$ cat src/common/nvmc_params.svh
`ifndef NVMC_PARAMS_SVH
`define NVMC_PARAMS_SVH
// register byte offsets
`define NVMC_OFS_TARGET   8'h00
`define NVMC_OFS_CLKDIV   8'h04
`define NVMC_OFS_CONTROL  8'h08
`define NVMC_OFS_IRQ      8'h24
`define NVMC_OFS_WORD0    8'h30
`define NVMC_OFS_WORD1    8'h34
`define NVMC_OFS_WORD2    8'h38
`define NVMC_OFS_WORD3    8'h3C
// control field positions
`define NVMC_CTL_KEY_HI   31
`define NVMC_CTL_KEY_LO   28
`define NVMC_CTL_LVE      25
`define NVMC_CTL_BUSY     24
`define NVMC_CTL_WIPE_HI  15
`define NVMC_CTL_WIPE_LO  8
`define NVMC_CTL_WIDTH    4
`define NVMC_CTL_PAGE     2
`define NVMC_CTL_MASS     1
`define NVMC_CTL_PROG     0
// irq field positions
`define NVMC_IRQ_VIOL_IE  9
`define NVMC_IRQ_COMPLETE_IRQ_ENABLE  8
`define NVMC_IRQ_VIOL     1
`define NVMC_IRQ_DONE     0
// key codes and reset values
`define NVMC_UNLOCK_KEY   4'h2
`define NVMC_WIPE_NONE    8'h00
`define NVMC_WIPE_PAGE    8'h55
`define NVMC_WIPE_MASS    8'hAA
`define NVMC_CLKDIV_RST   8'h60
`define NVMC_LVE_RST      1'b1
// timing: operation clock rate
`define NVMC_OPCLK_HZ     1000000
`endif

$ cat src/common/nvmc_pkg.sv
package nvmc_pkg;
    // operation kinds handed to the flash engine
    typedef enum logic [1:0]
    {
        NVMC_OP_PROG = 2'h0,
        NVMC_OP_PAGE = 2'h1,
        NVMC_OP_MASS = 2'h2
    } nvmc_op_t;
endpackage

$ cat src/common/nvmc_op_if.sv
`timescale 1ns/100ps
interface nvmc_op_if;
    logic              start;
    nvmc_pkg::nvmc_op_t op;
    logic              done;
    logic              busy;
    modport ctrl (output start, output op, input done, input busy);
    modport eng  (input start, input op, output done, output busy);
endinterface

$ cat src/rtl/nvmc_ctrl.sv
// Summary of operation
// - key 0x2 in bits 31:28 unlocks; any other value keeps flash locked
// - system clock divided by 8-bit divisor, reset 0x60, gives operation clock
// - busy flag bit 24 set during operation; only irq register writable then
// - flash access while busy sets the access-violation flag
// - wipe key bits 15:8, 0x55 page, 0xAA mass; cleared after erase
// - bit 4 selects width: 0 programs 128 bits, 1 programs word 0 only
// - bit 25 low-voltage enable, read-write, resets to 1
// - bit 2 starts page erase, reads 1 until erase done
// - bit 1 starts mass erase, cleared by hardware when done
// - bit 0 starts programming, reads 1 while pending or running
// - start bits cannot be cleared by software, only hardware
// - irq bit 9 violation enable, bit 8 completion enable, reset 0
// - program while busy or locked sets violation flag bit 1
// - violation flag set only by hardware; write 0 clears, 1 ignored
// - completion flag bit 0 set after any operation; write 0 clears
// - data words 0..3 form program bits 31:0 up to 127:96, reset zero
// - 32-bit target location register, reset zero, addresses operations
// - irq request when a flag and its enable are both set
// - location bits 3:0 ignored at 128-bit width, 1:0 at 32-bit
// - page erase ignores location bits 12:0
// - mass erase with debug port disabled is refused with violation
`timescale 1ns/100ps
`include "nvmc_params.svh"
module nvmc_ctrl
#(
    parameter int PROG_TICKS = 40,
    parameter int PAGE_TICKS = 20000,
    parameter int MASS_TICKS = 40000
)
(
    // clock and reset
    input  wire logic         clk_sys,
    input  wire logic         rst,
    input  wire logic         clk_en,
    // register port
    input  wire logic [7:0]   reg_addr,
    input  wire logic         reg_wr,
    input  wire logic         reg_rd,
    input  wire logic [31:0]  reg_wdata,
    output logic      [31:0]  reg_rdata_q,
    // array access from the core while busy
    input  wire logic         core_access,
    input  wire logic         debug_port_en,
    // flash macro side
    output logic      [31:0]  fl_addr_q,
    output logic      [127:0] fl_data_q,
    output logic              fl_width32_q,
    output logic              fl_prog,
    output logic              fl_page,
    output logic              fl_mass,
    output logic              fl_op_tick,
    output logic              fl_low_volt,
    // interrupt request
    output logic              irq
);
    // register state
    logic [31:0] target_q;
    logic [7:0]  clkdiv_q;
    logic [3:0]  key_q;
    logic        lve_q;
    logic [7:0]  wipe_q;
    logic [2:0]  ctl_rsv_q;
    logic        width_q;
    logic        ctl_b3_q;
    logic        prog_q;
    logic        page_q;
    logic        mass_q;
    logic        viol_ie_q;
    logic        complete_irq_enable_q;
    logic        viol_q;
    logic        done_q;
    logic [31:0] word_q [4];
    logic        start_q;
    nvmc_pkg::nvmc_op_t op_q;

    nvmc_op_if opif ();

    // operation clock divider
    nvmc_tick u_tick
    (
        .clk_sys (clk_sys),
        .rst     (rst),
        .clk_en  (clk_en),
        .div     (clkdiv_q),
        .tick    (fl_op_tick)
    );

    // flash sequencer
    nvmc_engine #(
        .PROG_TICKS (PROG_TICKS),
        .PAGE_TICKS (PAGE_TICKS),
        .MASS_TICKS (MASS_TICKS)
    ) u_eng
    (
        .clk_sys   (clk_sys),
        .rst       (rst),
        .clk_en    (clk_en),
        .tick      (fl_op_tick),
        .opif      (opif.eng),
        .fl_prog_q (fl_prog),
        .fl_page_q (fl_page),
        .fl_mass_q (fl_mass)
    );

    // busy covers the launch cycle and the engine run
    wire busy     = start_q || opif.busy;
    wire wr_en    = clk_en && reg_wr;
    wire wr_irq   = wr_en && (reg_addr == `NVMC_OFS_IRQ);
    wire wr_open  = wr_en && !busy;
    wire wr_ctl   = wr_open && (reg_addr == `NVMC_OFS_CONTROL);
    wire unlocked = (key_q == `NVMC_UNLOCK_KEY);
    wire req_prog = wr_ctl && reg_wdata[`NVMC_CTL_PROG];
    wire req_page = wr_ctl && reg_wdata[`NVMC_CTL_PAGE];
    wire req_mass = wr_ctl && reg_wdata[`NVMC_CTL_MASS];
    wire any_req  = req_prog || req_page || req_mass;
    wire bad_lock = any_req && !unlocked;
    // wipe key must match erase type
    wire bad_key  = (req_page && wipe_q != `NVMC_WIPE_PAGE) ||
                    (req_mass && wipe_q != `NVMC_WIPE_MASS);
    wire bad_dbg  = req_mass && !debug_port_en;
    // access or start attempt while busy
    wire bad_busy = busy && (core_access ||
                    (wr_en && reg_addr == `NVMC_OFS_CONTROL &&
                     (reg_wdata[`NVMC_CTL_PROG] || reg_wdata[`NVMC_CTL_PAGE] ||
                      reg_wdata[`NVMC_CTL_MASS])));
    wire refuse   = bad_lock || bad_key || bad_dbg;
    wire launch   = any_req && !refuse;
    wire viol_set = clk_en && (bad_busy || (any_req && refuse));
    wire done_set = opif.done;

    // width alignment of the program location
    wire [31:0] prog_loc = width_q ? {target_q[31:2], 2'b00} : {target_q[31:4], 4'h0};
    wire [31:0] page_loc = {target_q[31:13], 13'h0};

    always_ff @(posedge clk_sys or posedge rst)
    begin
        if (rst)
            target_q <= 32'h0000_0000;
        else if (wr_open && reg_addr == `NVMC_OFS_TARGET)
            target_q <= reg_wdata;
    end

    always_ff @(posedge clk_sys or posedge rst)
    begin
        if (rst)
            clkdiv_q <= `NVMC_CLKDIV_RST;
        else if (wr_open && reg_addr == `NVMC_OFS_CLKDIV)
            clkdiv_q <= reg_wdata[7:0];
    end

    // data words, one per generate entry
    genvar gi;
    generate
        for (gi = 0; gi < 4; gi++)
        begin : g_word
            always_ff @(posedge clk_sys or posedge rst)
            begin
                if (rst)
                    word_q[gi] <= 32'h0000_0000;
                else if (wr_open && reg_addr == `NVMC_OFS_WORD0 + 8'(4 * gi))
                    word_q[gi] <= reg_wdata;
            end
        end
    endgenerate

    // control plain fields: key, low voltage, width
    always_ff @(posedge clk_sys or posedge rst)
    begin
        if (rst)
        begin
            key_q     <= 4'h0;
            lve_q     <= `NVMC_LVE_RST;
            width_q   <= 1'b0;
            ctl_rsv_q <= 3'h0;
            ctl_b3_q  <= 1'b0;
        end
        else if (wr_ctl)
        begin
            key_q     <= reg_wdata[`NVMC_CTL_KEY_HI:`NVMC_CTL_KEY_LO];
            lve_q     <= reg_wdata[`NVMC_CTL_LVE];
            width_q   <= reg_wdata[`NVMC_CTL_WIDTH];
            ctl_rsv_q <= reg_wdata[7:5];
            ctl_b3_q  <= reg_wdata[3];
        end
    end

    // wipe key, cleared when an erase finishes
    always_ff @(posedge clk_sys or posedge rst)
    begin
        if (rst)
            wipe_q <= `NVMC_WIPE_NONE;
        else if (clk_en && done_set && (page_q || mass_q))
            wipe_q <= `NVMC_WIPE_NONE;
        else if (wr_ctl)
            wipe_q <= reg_wdata[`NVMC_CTL_WIPE_HI:`NVMC_CTL_WIPE_LO];
    end

    // start bits set by accepted request, cleared only on completion
    always_ff @(posedge clk_sys or posedge rst)
    begin
        if (rst)
        begin
            prog_q <= 1'b0;
            page_q <= 1'b0;
            mass_q <= 1'b0;
        end
        else if (clk_en)
        begin
            if (done_set)
            begin
                // page erase bit clears on completion
                // mass erase bit clears on completion
                prog_q <= 1'b0;
                page_q <= 1'b0;
                mass_q <= 1'b0;
            end
            else if (launch)
            begin
                prog_q <= req_prog && !req_page && !req_mass;
                page_q <= req_page && !req_mass;
                mass_q <= req_mass;
            end
        end
    end

    // launch pulse, operation select and latched macro inputs
    always_ff @(posedge clk_sys or posedge rst)
    begin
        if (rst)
        begin
            start_q      <= 1'b0;
            op_q         <= nvmc_pkg::NVMC_OP_PROG;
            fl_addr_q    <= 32'h0000_0000;
            fl_data_q    <= 128'h0;
            fl_width32_q <= 1'b0;
        end
        else if (clk_en)
        begin
            start_q <= launch;
            if (launch)
            begin
                op_q         <= req_mass ? nvmc_pkg::NVMC_OP_MASS :
                                req_page ? nvmc_pkg::NVMC_OP_PAGE : nvmc_pkg::NVMC_OP_PROG;
                fl_addr_q    <= (req_page || req_mass) ? page_loc : prog_loc;
                // 32-bit mode takes word 0 only
                fl_data_q    <= width_q ? {96'h0, word_q[0]} :
                                {word_q[3], word_q[2], word_q[1], word_q[0]};
                fl_width32_q <= width_q;
            end
        end
    end

    assign opif.start = start_q;
    assign opif.op    = op_q;

    // irq register: enables writable while busy, flags cleared by write 0
    always_ff @(posedge clk_sys or posedge rst)
    begin
        if (rst)
        begin
            viol_ie_q <= 1'b0;
            complete_irq_enable_q <= 1'b0;
            viol_q    <= 1'b0;
            done_q    <= 1'b0;
        end
        else if (clk_en)
        begin
            if (wr_irq)
            begin
                viol_ie_q <= reg_wdata[`NVMC_IRQ_VIOL_IE];
                complete_irq_enable_q <= reg_wdata[`NVMC_IRQ_COMPLETE_IRQ_ENABLE];
            end
            // set wins, write 0 clears, write 1 ignored
            viol_q <= viol_set || (viol_q && !(wr_irq && !reg_wdata[`NVMC_IRQ_VIOL]));
            done_q <= done_set || (done_q && !(wr_irq && !reg_wdata[`NVMC_IRQ_DONE]));
        end
    end

    assign irq = (viol_q && viol_ie_q) || (done_q && complete_irq_enable_q);

    assign fl_low_volt = lve_q;

    // read mux
    wire [31:0] ctl_rd = {key_q, 2'b00, lve_q, busy, 8'h00, wipe_q,
                          ctl_rsv_q, width_q, ctl_b3_q, page_q, mass_q, prog_q};
    wire [31:0] irq_rd = {22'h0, viol_ie_q, complete_irq_enable_q, 6'h00, viol_q, done_q};
    wire [31:0] rd_mux =
        (reg_addr == `NVMC_OFS_TARGET)  ? target_q :
        (reg_addr == `NVMC_OFS_CLKDIV)  ? {24'h0, clkdiv_q} :
        (reg_addr == `NVMC_OFS_CONTROL) ? ctl_rd :
        (reg_addr == `NVMC_OFS_IRQ)     ? irq_rd :
        (reg_addr == `NVMC_OFS_WORD0)   ? word_q[0] :
        (reg_addr == `NVMC_OFS_WORD1)   ? word_q[1] :
        (reg_addr == `NVMC_OFS_WORD2)   ? word_q[2] :
        (reg_addr == `NVMC_OFS_WORD3)   ? word_q[3] : 32'h0000_0000;

    // registered read data
    always_ff @(posedge clk_sys or posedge rst)
    begin
        if (rst)
            reg_rdata_q <= 32'h0000_0000;
        else if (clk_en && reg_rd)
            reg_rdata_q <= rd_mux;
    end

    // assertions
    AST_BUSY_BLOCKS_TARGET: assert property (@(posedge clk_sys) disable iff (rst)
        clk_en && busy && reg_wr && reg_addr == `NVMC_OFS_TARGET |=> $stable(target_q))
        else $error("target changed while busy");
    AST_LOCK_VIOL: assert property (@(posedge clk_sys) disable iff (rst)
        clk_en && !busy && reg_wr && reg_addr == `NVMC_OFS_CONTROL && reg_wdata[0] &&
        key_q != `NVMC_UNLOCK_KEY |=> viol_q && !start_q)
        else $error("locked program not refused");
    AST_BUSY_ACCESS: assert property (@(posedge clk_sys) disable iff (rst)
        clk_en && busy && core_access |=> viol_q)
        else $error("busy access not flagged");
    AST_WIPE_CLEAR: assert property (@(posedge clk_sys) disable iff (rst)
        clk_en && opif.done && page_q |=> wipe_q == 8'h00)
        else $error("wipe key not cleared");
    AST_START_STICKY: assert property (@(posedge clk_sys) disable iff (rst)
        prog_q && !(clk_en && opif.done) |=> prog_q)
        else $error("program bit dropped early");
    AST_DONE_SETS: assert property (@(posedge clk_sys) disable iff (rst)
        clk_en && opif.done |=> done_q && !prog_q && !page_q && !mass_q)
        else $error("completion not recorded");
    AST_VIOL_W1: assert property (@(posedge clk_sys) disable iff (rst)
        viol_q && clk_en && reg_wr && reg_addr == `NVMC_OFS_IRQ && reg_wdata[1] |=> viol_q)
        else $error("write one cleared violation");
    AST_IRQ_OUT: assert property (@(posedge clk_sys) disable iff (rst)
        clk_en && done_set && complete_irq_enable_q && !wr_irq |=> irq)
        else $error("irq mismatch");
    AST_MASS_DBG: assert property (@(posedge clk_sys) disable iff (rst)
        clk_en && !busy && reg_wr && reg_addr == `NVMC_OFS_CONTROL && reg_wdata[1] &&
        !debug_port_en |=> !mass_q && viol_q)
        else $error("mass erase without debug port");
    AST_PAGE_ALIGN: assert property (@(posedge clk_sys) disable iff (rst)
        fl_page |-> fl_addr_q[12:0] == 13'h0)
        else $error("page address not aligned");
    AST_WIDTH_ALIGN: assert property (@(posedge clk_sys) disable iff (rst)
        fl_prog && !fl_width32_q |-> fl_addr_q[3:0] == 4'h0)
        else $error("128-bit address not aligned");
    COV_PROG_DONE: cover property (@(posedge clk_sys) prog_q ##1 !prog_q && done_q);
    COV_PAGE_RUN:  cover property (@(posedge clk_sys) fl_page);
    COV_MASS_RUN:  cover property (@(posedge clk_sys) fl_mass);
    COV_VIOL:      cover property (@(posedge clk_sys) viol_q && irq);
endmodule

$ cat src/rtl/nvmc_tick.sv
`timescale 1ns/100ps
// one-cycle pulse every clkdiv system clocks, the flash operation clock
module nvmc_tick
(
    // clock and reset
    input  wire logic       clk_sys,
    input  wire logic       rst,
    input  wire logic       clk_en,
    // divisor and tick
    input  wire logic [7:0] div,
    output logic            tick
);
    logic [7:0] cnt_q;
    wire        wrap = (cnt_q >= div - 8'h01) || (div == 8'h00);

    // free running divider
    always_ff @(posedge clk_sys or posedge rst)
    begin
        if (rst)
            cnt_q <= 8'h00;
        else if (clk_en)
            cnt_q <= wrap ? 8'h00 : cnt_q + 8'h01;
    end

    assign tick = clk_en && wrap;
endmodule

$ cat src/rtl/nvmc_engine.sv
`timescale 1ns/100ps
// flash macro sequencer: runs one operation for a number of operation ticks
module nvmc_engine
#(
    parameter int PROG_TICKS = 40,
    parameter int PAGE_TICKS = 20000,
    parameter int MASS_TICKS = 40000
)
(
    // clock and reset
    input  wire logic clk_sys,
    input  wire logic rst,
    input  wire logic clk_en,
    input  wire logic tick,
    // operation handshake
    nvmc_op_if.eng    opif,
    // flash macro strobes
    output logic      fl_prog_q,
    output logic      fl_page_q,
    output logic      fl_mass_q
);
    typedef enum logic [1:0] { ENG_IDLE = 2'b01, ENG_RUN = 2'b10 } nvmc_eng_t;
    nvmc_eng_t   st_q;
    logic [31:0] left_q;

    wire [31:0] len = (opif.op == nvmc_pkg::NVMC_OP_PROG) ? 32'(PROG_TICKS) :
                      (opif.op == nvmc_pkg::NVMC_OP_PAGE) ? 32'(PAGE_TICKS) :
                      32'(MASS_TICKS);
    wire        fin = (st_q == ENG_RUN) && tick && (left_q <= 32'h1);

    // state and tick counter
    always_ff @(posedge clk_sys or posedge rst)
    begin
        if (rst)
        begin
            st_q      <= ENG_IDLE;
            left_q    <= 32'h0;
            fl_prog_q <= 1'b0;
            fl_page_q <= 1'b0;
            fl_mass_q <= 1'b0;
        end
        else if (clk_en)
        begin
            unique case (st_q)
                ENG_IDLE:
                    if (opif.start)
                    begin
                        st_q      <= ENG_RUN;
                        left_q    <= len;
                        fl_prog_q <= (opif.op == nvmc_pkg::NVMC_OP_PROG);
                        fl_page_q <= (opif.op == nvmc_pkg::NVMC_OP_PAGE);
                        fl_mass_q <= (opif.op == nvmc_pkg::NVMC_OP_MASS);
                    end
                ENG_RUN:
                    if (fin)
                    begin
                        st_q      <= ENG_IDLE;
                        fl_prog_q <= 1'b0;
                        fl_page_q <= 1'b0;
                        fl_mass_q <= 1'b0;
                    end
                    else if (tick)
                        left_q <= left_q - 32'h1;
            endcase
        end
    end

    assign opif.done = clk_en && fin;
    assign opif.busy = (st_q == ENG_RUN);
endmodule

$ cat config.mk
export PLATFORM = sky130hd
export DESIGN_NAME = nvmc_ctrl
export DESIGN_NICKNAME = d
export VERILOG_FILES = /design/src/common/nvmc_pkg.sv /design/src/common/nvmc_op_if.sv /design/src/rtl/nvmc_ctrl.sv /design/src/rtl/nvmc_tick.sv /design/src/rtl/nvmc_engine.sv
export VERILOG_INCLUDE_DIRS = /design/src /design/src/common
export SDC_FILE = /design/constraint.sdc
export NUM_CORES = 1
export LEC_CHECK = 0
export CORE_ASPECT_RATIO = 0.5
export CORE_MARGIN = 10
export CORE_UTILIZATION = 39
export CTS_BUF_LIST = sky130_fd_sc_hd__clkbuf_4
export CTS_CLUSTER_SIZE = 14
export DETAILED_ROUTE_END_ITERATION = 7
export DONT_BUFFER_PORTS = 1
export PLACE_DENSITY = 0.54
export SLEW_MARGIN = 40
export SYNTH_ARGS = -nofsm -noshare
export SYNTH_HDL_FRONTEND = slang
export SYNTH_SLANG_ARGS = --single-unit
$ cat constraint.sdc
create_clock -name clk_sys -period 32.1 [get_ports clk_sys]
set_clock_uncertainty 0.05 [all_clocks]
set_input_delay 4.815 -clock clk_sys [delete_from_list [all_inputs] [get_ports clk_sys]]
set_output_delay 4.815 -clock clk_sys [all_outputs]
set_load 0.05 [all_outputs]
# Yosys cells after proc, flatten, opt, wreduce, memory -nomap -nowiden
# Index checks and enable logic that the tools add are counted.
dict set report word_totals {
  elab_cells 167
  in_bits 47
  register_bits 434
}
dict set report classes {
  addsub 3
  n_eq_ne 18
  reduce_logical 75
  n_lt_le_gt_ge 2
  mux 38
}
# cell n
set op_table {}
lappend op_table {{$mux 32} 12}
lappend op_table {{$mux 128} 1}
lappend op_table {{$pmux 32 s2} 1}
lappend op_table {{$eq 8x6->1 const B} 5}
lappend op_table {{$logic_and 1x1->1} 39}
lappend op_table {{$le 32x1->1 const B} 1}
lappend op_table {{$sub 32x1->32 const B} 1}
lappend op_table {{$mux 8} 3}
lappend op_table {{$logic_not 8->1} 2}
lappend op_table {{$logic_or 1x1->1} 16}
lappend op_table {{$mux 16} 1}
lappend op_table {{$mux 13} 1}
lappend op_table {{$mux 1} 11}
lappend op_table {{$logic_not 1->1} 10}
lappend op_table {{$add 8x1->8 const B} 1}
lappend op_table {{$eq 8x3->1 const B} 1}
lappend op_table {{$eq 8x4->1 const B} 1}
lappend op_table {{$ge 8x8->1} 1}
lappend op_table {{$ne 8x7->1 const B} 1}
lappend op_table {{$ne 8x8->1 const B} 1}
lappend op_table {{$sub 8x1->8 const B} 1}
lappend op_table {{$mux 2} 3}
lappend op_table {{$pmux 1 s2} 3}
lappend op_table {{$reduce_and 2->1} 3}
lappend op_table {{11 further kinds} 16}

# Logic depth before layout (Yosys ltp)
dict set report depth {
  depth_word 15
  ltp_mapped 13
  depth_no_buf 11
}

# Cells and area by module
# A second synthesis with hierarchy kept.
dict set report unflattened {
  hier_cells 1639
  area_unflattened_um2 19362.3
}
# mod cells_per_inst seq_area_each_um2 n_inst area_each_um2
set modules_own_cells {}
lappend modules_own_cells {nvmc_ctrl 1309 9688.0 1 16530.9}
lappend modules_own_cells {nvmc_engine 245 927.1 1 2105.8}
lappend modules_own_cells {nvmc_tick 85 200.2 1 725.7}

# Worst setup path after synthesis
# No wires, ideal clock.
dict set report synth_timing {
  path_type {input port to output port}
  from {input clk_en}
  to {output fl_op_tick}
  required_ps 27235
  n_path_buf 1
  path_slack_ps 21670
  cell_stages 2
  arrival_ps 5565
  cell_sequence {clkbuf_1 -> and2_1}
}
dict set report synth_between {
  elab_chain_len 1
}
# item line_no
set synth_rtl {}
lappend synth_rtl {{from (decl)} nvmc_ctrl.sv:35} ;# input wire logic clk_en,
lappend synth_rtl {{$logic_and 1x1->1} nvmc_tick.sv:25} ;# assign tick = clk_en && wrap;
lappend synth_rtl {{to (decl)} nvmc_ctrl.sv:52} ;# output logic fl_op_tick,
# No other way between the ends.

# Worst setup path after layout
# Ends and elaborated chain as after synthesis.

==> qor.csv <==
stage;metric;value;unit
run_status;outcome;finished clean;
layout;area_growth;10.88;%
clock_network;numCtsBuffers;105;
logic_synthesis;synth_area;0.01931;mm^2
detailed_routing;first_pass_iters;6;
setup_path;arrival;5.35;ns
layout;layout_commonest_cell;nand2_1;
clock_network;cts_tree;yes;
detailed_routing;ant_nets;0;
floorplan;rows;57;
setup_path;worst-path-max-fanout;15;
setup_path;path_class;in2out;
setup_path;required;27.23;ns
floorplan;die_w;334.7;um
placed_design;gp_congestion;0.7960;
pwr;powerDensity;56.78;mW/mm^2
run;cap_violations;0;
logic_synthesis;ys.flop_type;dfrtp_1;
layout;final_cell_mix;nand2_1, dfrtp_1, mux2_2, clkbuf_4, nand3b_1;
detailed_routing;drt-met1-wl;25.05;mm
timing;rsz0062_at_grt;false;
clock_network;post_cts_buffers;0;
logic_synthesis;ys_types;70;
clock_network;htree_levels;3;
setup_path;endpoint_kind;output port;
logic_synthesis;syn_inst;1777;
logic_synthesis;ys_seq_area_share;56.00;%
layout;nNetsFinal;1860;
setup_path;path_cells;and2_1;
logic_synthesis;synth-xor-area-share;0.4082;%
detailed_routing;dr_total_vias;13858;
global_routing;grt_max_degree;137;
setup_path;cp_slowest_stage_delay;0.52;ns
placed_design;placed_area;0.02002;mm^2
logic_synthesis;synth-compound-area-share;6.693;%
timing;report.final.setup_viol;0;
clock_network;cts_resized;0;
placed_design;hpwl;37.39;mm
placed_design;portBuffers;0;
layout;fill_cells;4702;
logic_synthesis;avgSynthCellArea;10.87;um^2
clock_network;clock_sinks;432;
clock_network;cts_root_buffer;clkbuf_4;
timing;hold_ws;0.4306;ns
logic_synthesis;synth_fa_ha_area_share;0.8422;%
timing;worst_slew_pin_slew;0.8292;ns
logic_synthesis;yosys_warnings;0;
timing;post-route-period-util;31.81;%
timing;slew_viol_final;0;
logic_synthesis;yosys.area_share.simple;19.43;%
clock_network;clock_path_buffers;3;
setup_path;crit_buf_inv;0;
floorplan;coreArea;0.04871;mm^2
detailed_routing;wl_met2;30.14;mm
detailed_routing;routedWlPerCell;23.41;um
clock_network;cts.clk_slew.worst_paths;0.07;ns
layout;finalInstanceArea;0.02141;mm^2
timing;timing.setup.tns;0;ns
global_routing;grt_pass1_wl;90.56;mm
layout;drive_above_1_share;23.32;%
setup_path;critical_path.top_delay_family;simple AND/OR/NAND/NOR gates;
clock_network;cts_hold_buf;0;
pwr;p_leak;10.80;nW
detailed_routing;highest_layer;met4;
setup_path;crit_slowest_cell;and2_1;
logic_synthesis;synthTopCellsByArea;dfrtp_1, mux2_2, nand2_1, nand3b_1, mux4_2;
global_routing;grt_pass1_vias;13878;
logic_synthesis;ys_ff_latch;432;
layout;multi_input_area;0.008068;mm^2
timing;min_period;10.21;ns
detailed_routing;drc;0;
logic_synthesis;async_flop_share;100.0;%
logic_synthesis;synth_edf_count;0;
timing;fmax;97.93;MHz
detailed_routing;wl_met3;2.625;mm
logic_synthesis;synth_top_family_by_area;simple AND/OR/NAND/NOR gates;
global_routing;overflow;0;
layout;seqCellArea;0.01082;mm^2
floorplan;pin_count;246;
logic_synthesis;synthDominantCellAreaShare;55.46;%
min_path;hold_class;reg2reg;
floorplan;start_util;39.65;%
global_routing;antenna_found_initial;1;
clock_network;clock_latency;0.84;ns
timing;hold_violations;0;
detailed_routing;viasPerCell;5.482;
floorplan;dieArea;0.05936;mm^2
logic_synthesis;yosys.area.top_type;dfrtp_1;
timing;slew_headroom;44.72;%
logic_synthesis;synth.mux.area_fraction;13.86;%
setup_path;cp-start-kind;primary input;
detailed_routing;drt_iter0_drc;1009;
floorplan;die_height;177.4;um
pwr;vdd_ir_drop_max;0.00002320;V
global_routing;grt_usage;19.80;%
detailed_routing;wl;59.19;mm
[registers in the layout, indices dropped and copies added, names as in the netlist, 2 cells and up]
name,flops
ctl_rsv_q,3
op_q,2
fl_addr_q,30
target_q,32
clkdiv_q,8
key_q,4
reg_rdata_q,32
word_q,128
wipe_q,8
u_eng.left_q,32
fl_data_q,128
u_tick.cnt_q,8
u_eng.st_q,2
[cell usage after synthesis, drive strengths merged (5+ instances only)]
library cell	n
nand2	479
dfrtp	428
mux2	185
nand3b	97
clkbuf	72
nor2	60
buf	44
a21oi	37
o21ai	31
nand3	27
a31oi	25
mux4	21
nor4	21
nor3	18
a22oi	15
and3	14
inv	14
nand2b	14
ha	13
o31ai	13
a221oi	12
mux2i	12
or4	11
a221o	10
or3	8
a22o	7
nand4	7
nor2b	6
o41ai	5
xor2	5
[per-layer routing]
metal | GRT usage [%] | vias up
li1 | - | 6341
met5 | 0 | -
met2 | 34.26 | 296
met1 | 24.72 | 7131
met3 | 4.191 | 90
met4 | 6.127 | 0
[per-stage QoR]
step	setup WS, ns	total power, W	std cells	util (%)
6_report	21.89	0.001216	2528	43.96
5_1_grt	21.85	0.001283	2528	43.96
4_1_cts	21.86	0.001231	2527	43.92
3_5_place_dp	21.86	0.0007490	2342	41.10
3_3_place_gp	21.86	0.0007456	2340	40.92
2_1_floorplan	15.21	0.0007086	1778	-
[cells by family after synthesis]
group | count (synthesis)
flip-flops | 432
AND/OR/NAND/NOR | 787
buffers and inverters | 130
adder cells (fa/ha/maj) | 13
other | 1
AO/OA/AOI/OAI | 187
multiplexers | 218
XOR/XNOR | 9
[power by group]
| part | internal, W | total, W | switching (W) | leakage, nW |
|---|---|---|---|---|
| registers | 0.000566 | 0.000600 | 0.0000343 | 5.93 |
| clock network | 0.000247 | 0.000476 | 0.000229 | 0.824 |
| logic | 0.0000497 | 0.000140 | 0.0000898 | 4.04 |
| total | 0.000862 | 0.00122 | 0.000354 | 10.8 |
[final timing paths]
| kind | slack, ns | endpoint | start | cells past startpoint |
|---|---|---|---|---|
| hold reg to reg | 0.43 | ctl_rsv_q[2]$_DFFE_PP0P_ | ctl_rsv_q[2]$_DFFE_PP0P_ | 2 |
| max in group asynchronous | 26.25 | word_q[81]$_DFFE_PP0P_ | rst | 3 |
| hold / removal | 0.43 | ctl_rsv_q[2]$_DFFE_PP0P_ | ctl_rsv_q[2]$_DFFE_PP0P_ | 2 |
| setup / recovery | 21.89 | fl_op_tick | clk_en | 1 |
| min in group asynchronous | 3.86 | u_eng.left_q[2]$_DFFE_PP0P_ | rst | 1 |
| setup reg to reg | 28.18 | u_eng.left_q[8]$_DFFE_PP0P_ | clkdiv_q[2]$_DFFE_PP0P_ | 11 |
[final cells by class]
| type | instances | share of cell area [%] |
|---|---|---|
| Timing Repair Buffer | 31 | 1.291 |
| Sequential cell | 432 | 50.51 |
| Inverter | 14 | 0.3038 |
| Tap cell | 649 | 3.792 |
| Antenna cell | 1 | 0.01169 |
| Clock buffer | 164 | 5.749 |
| Clock inverter | 21 | 0.6661 |
| Multi-Input combinational cell | 1216 | 37.67 |
No activity file was read; power rests on OpenSTA's default activity.
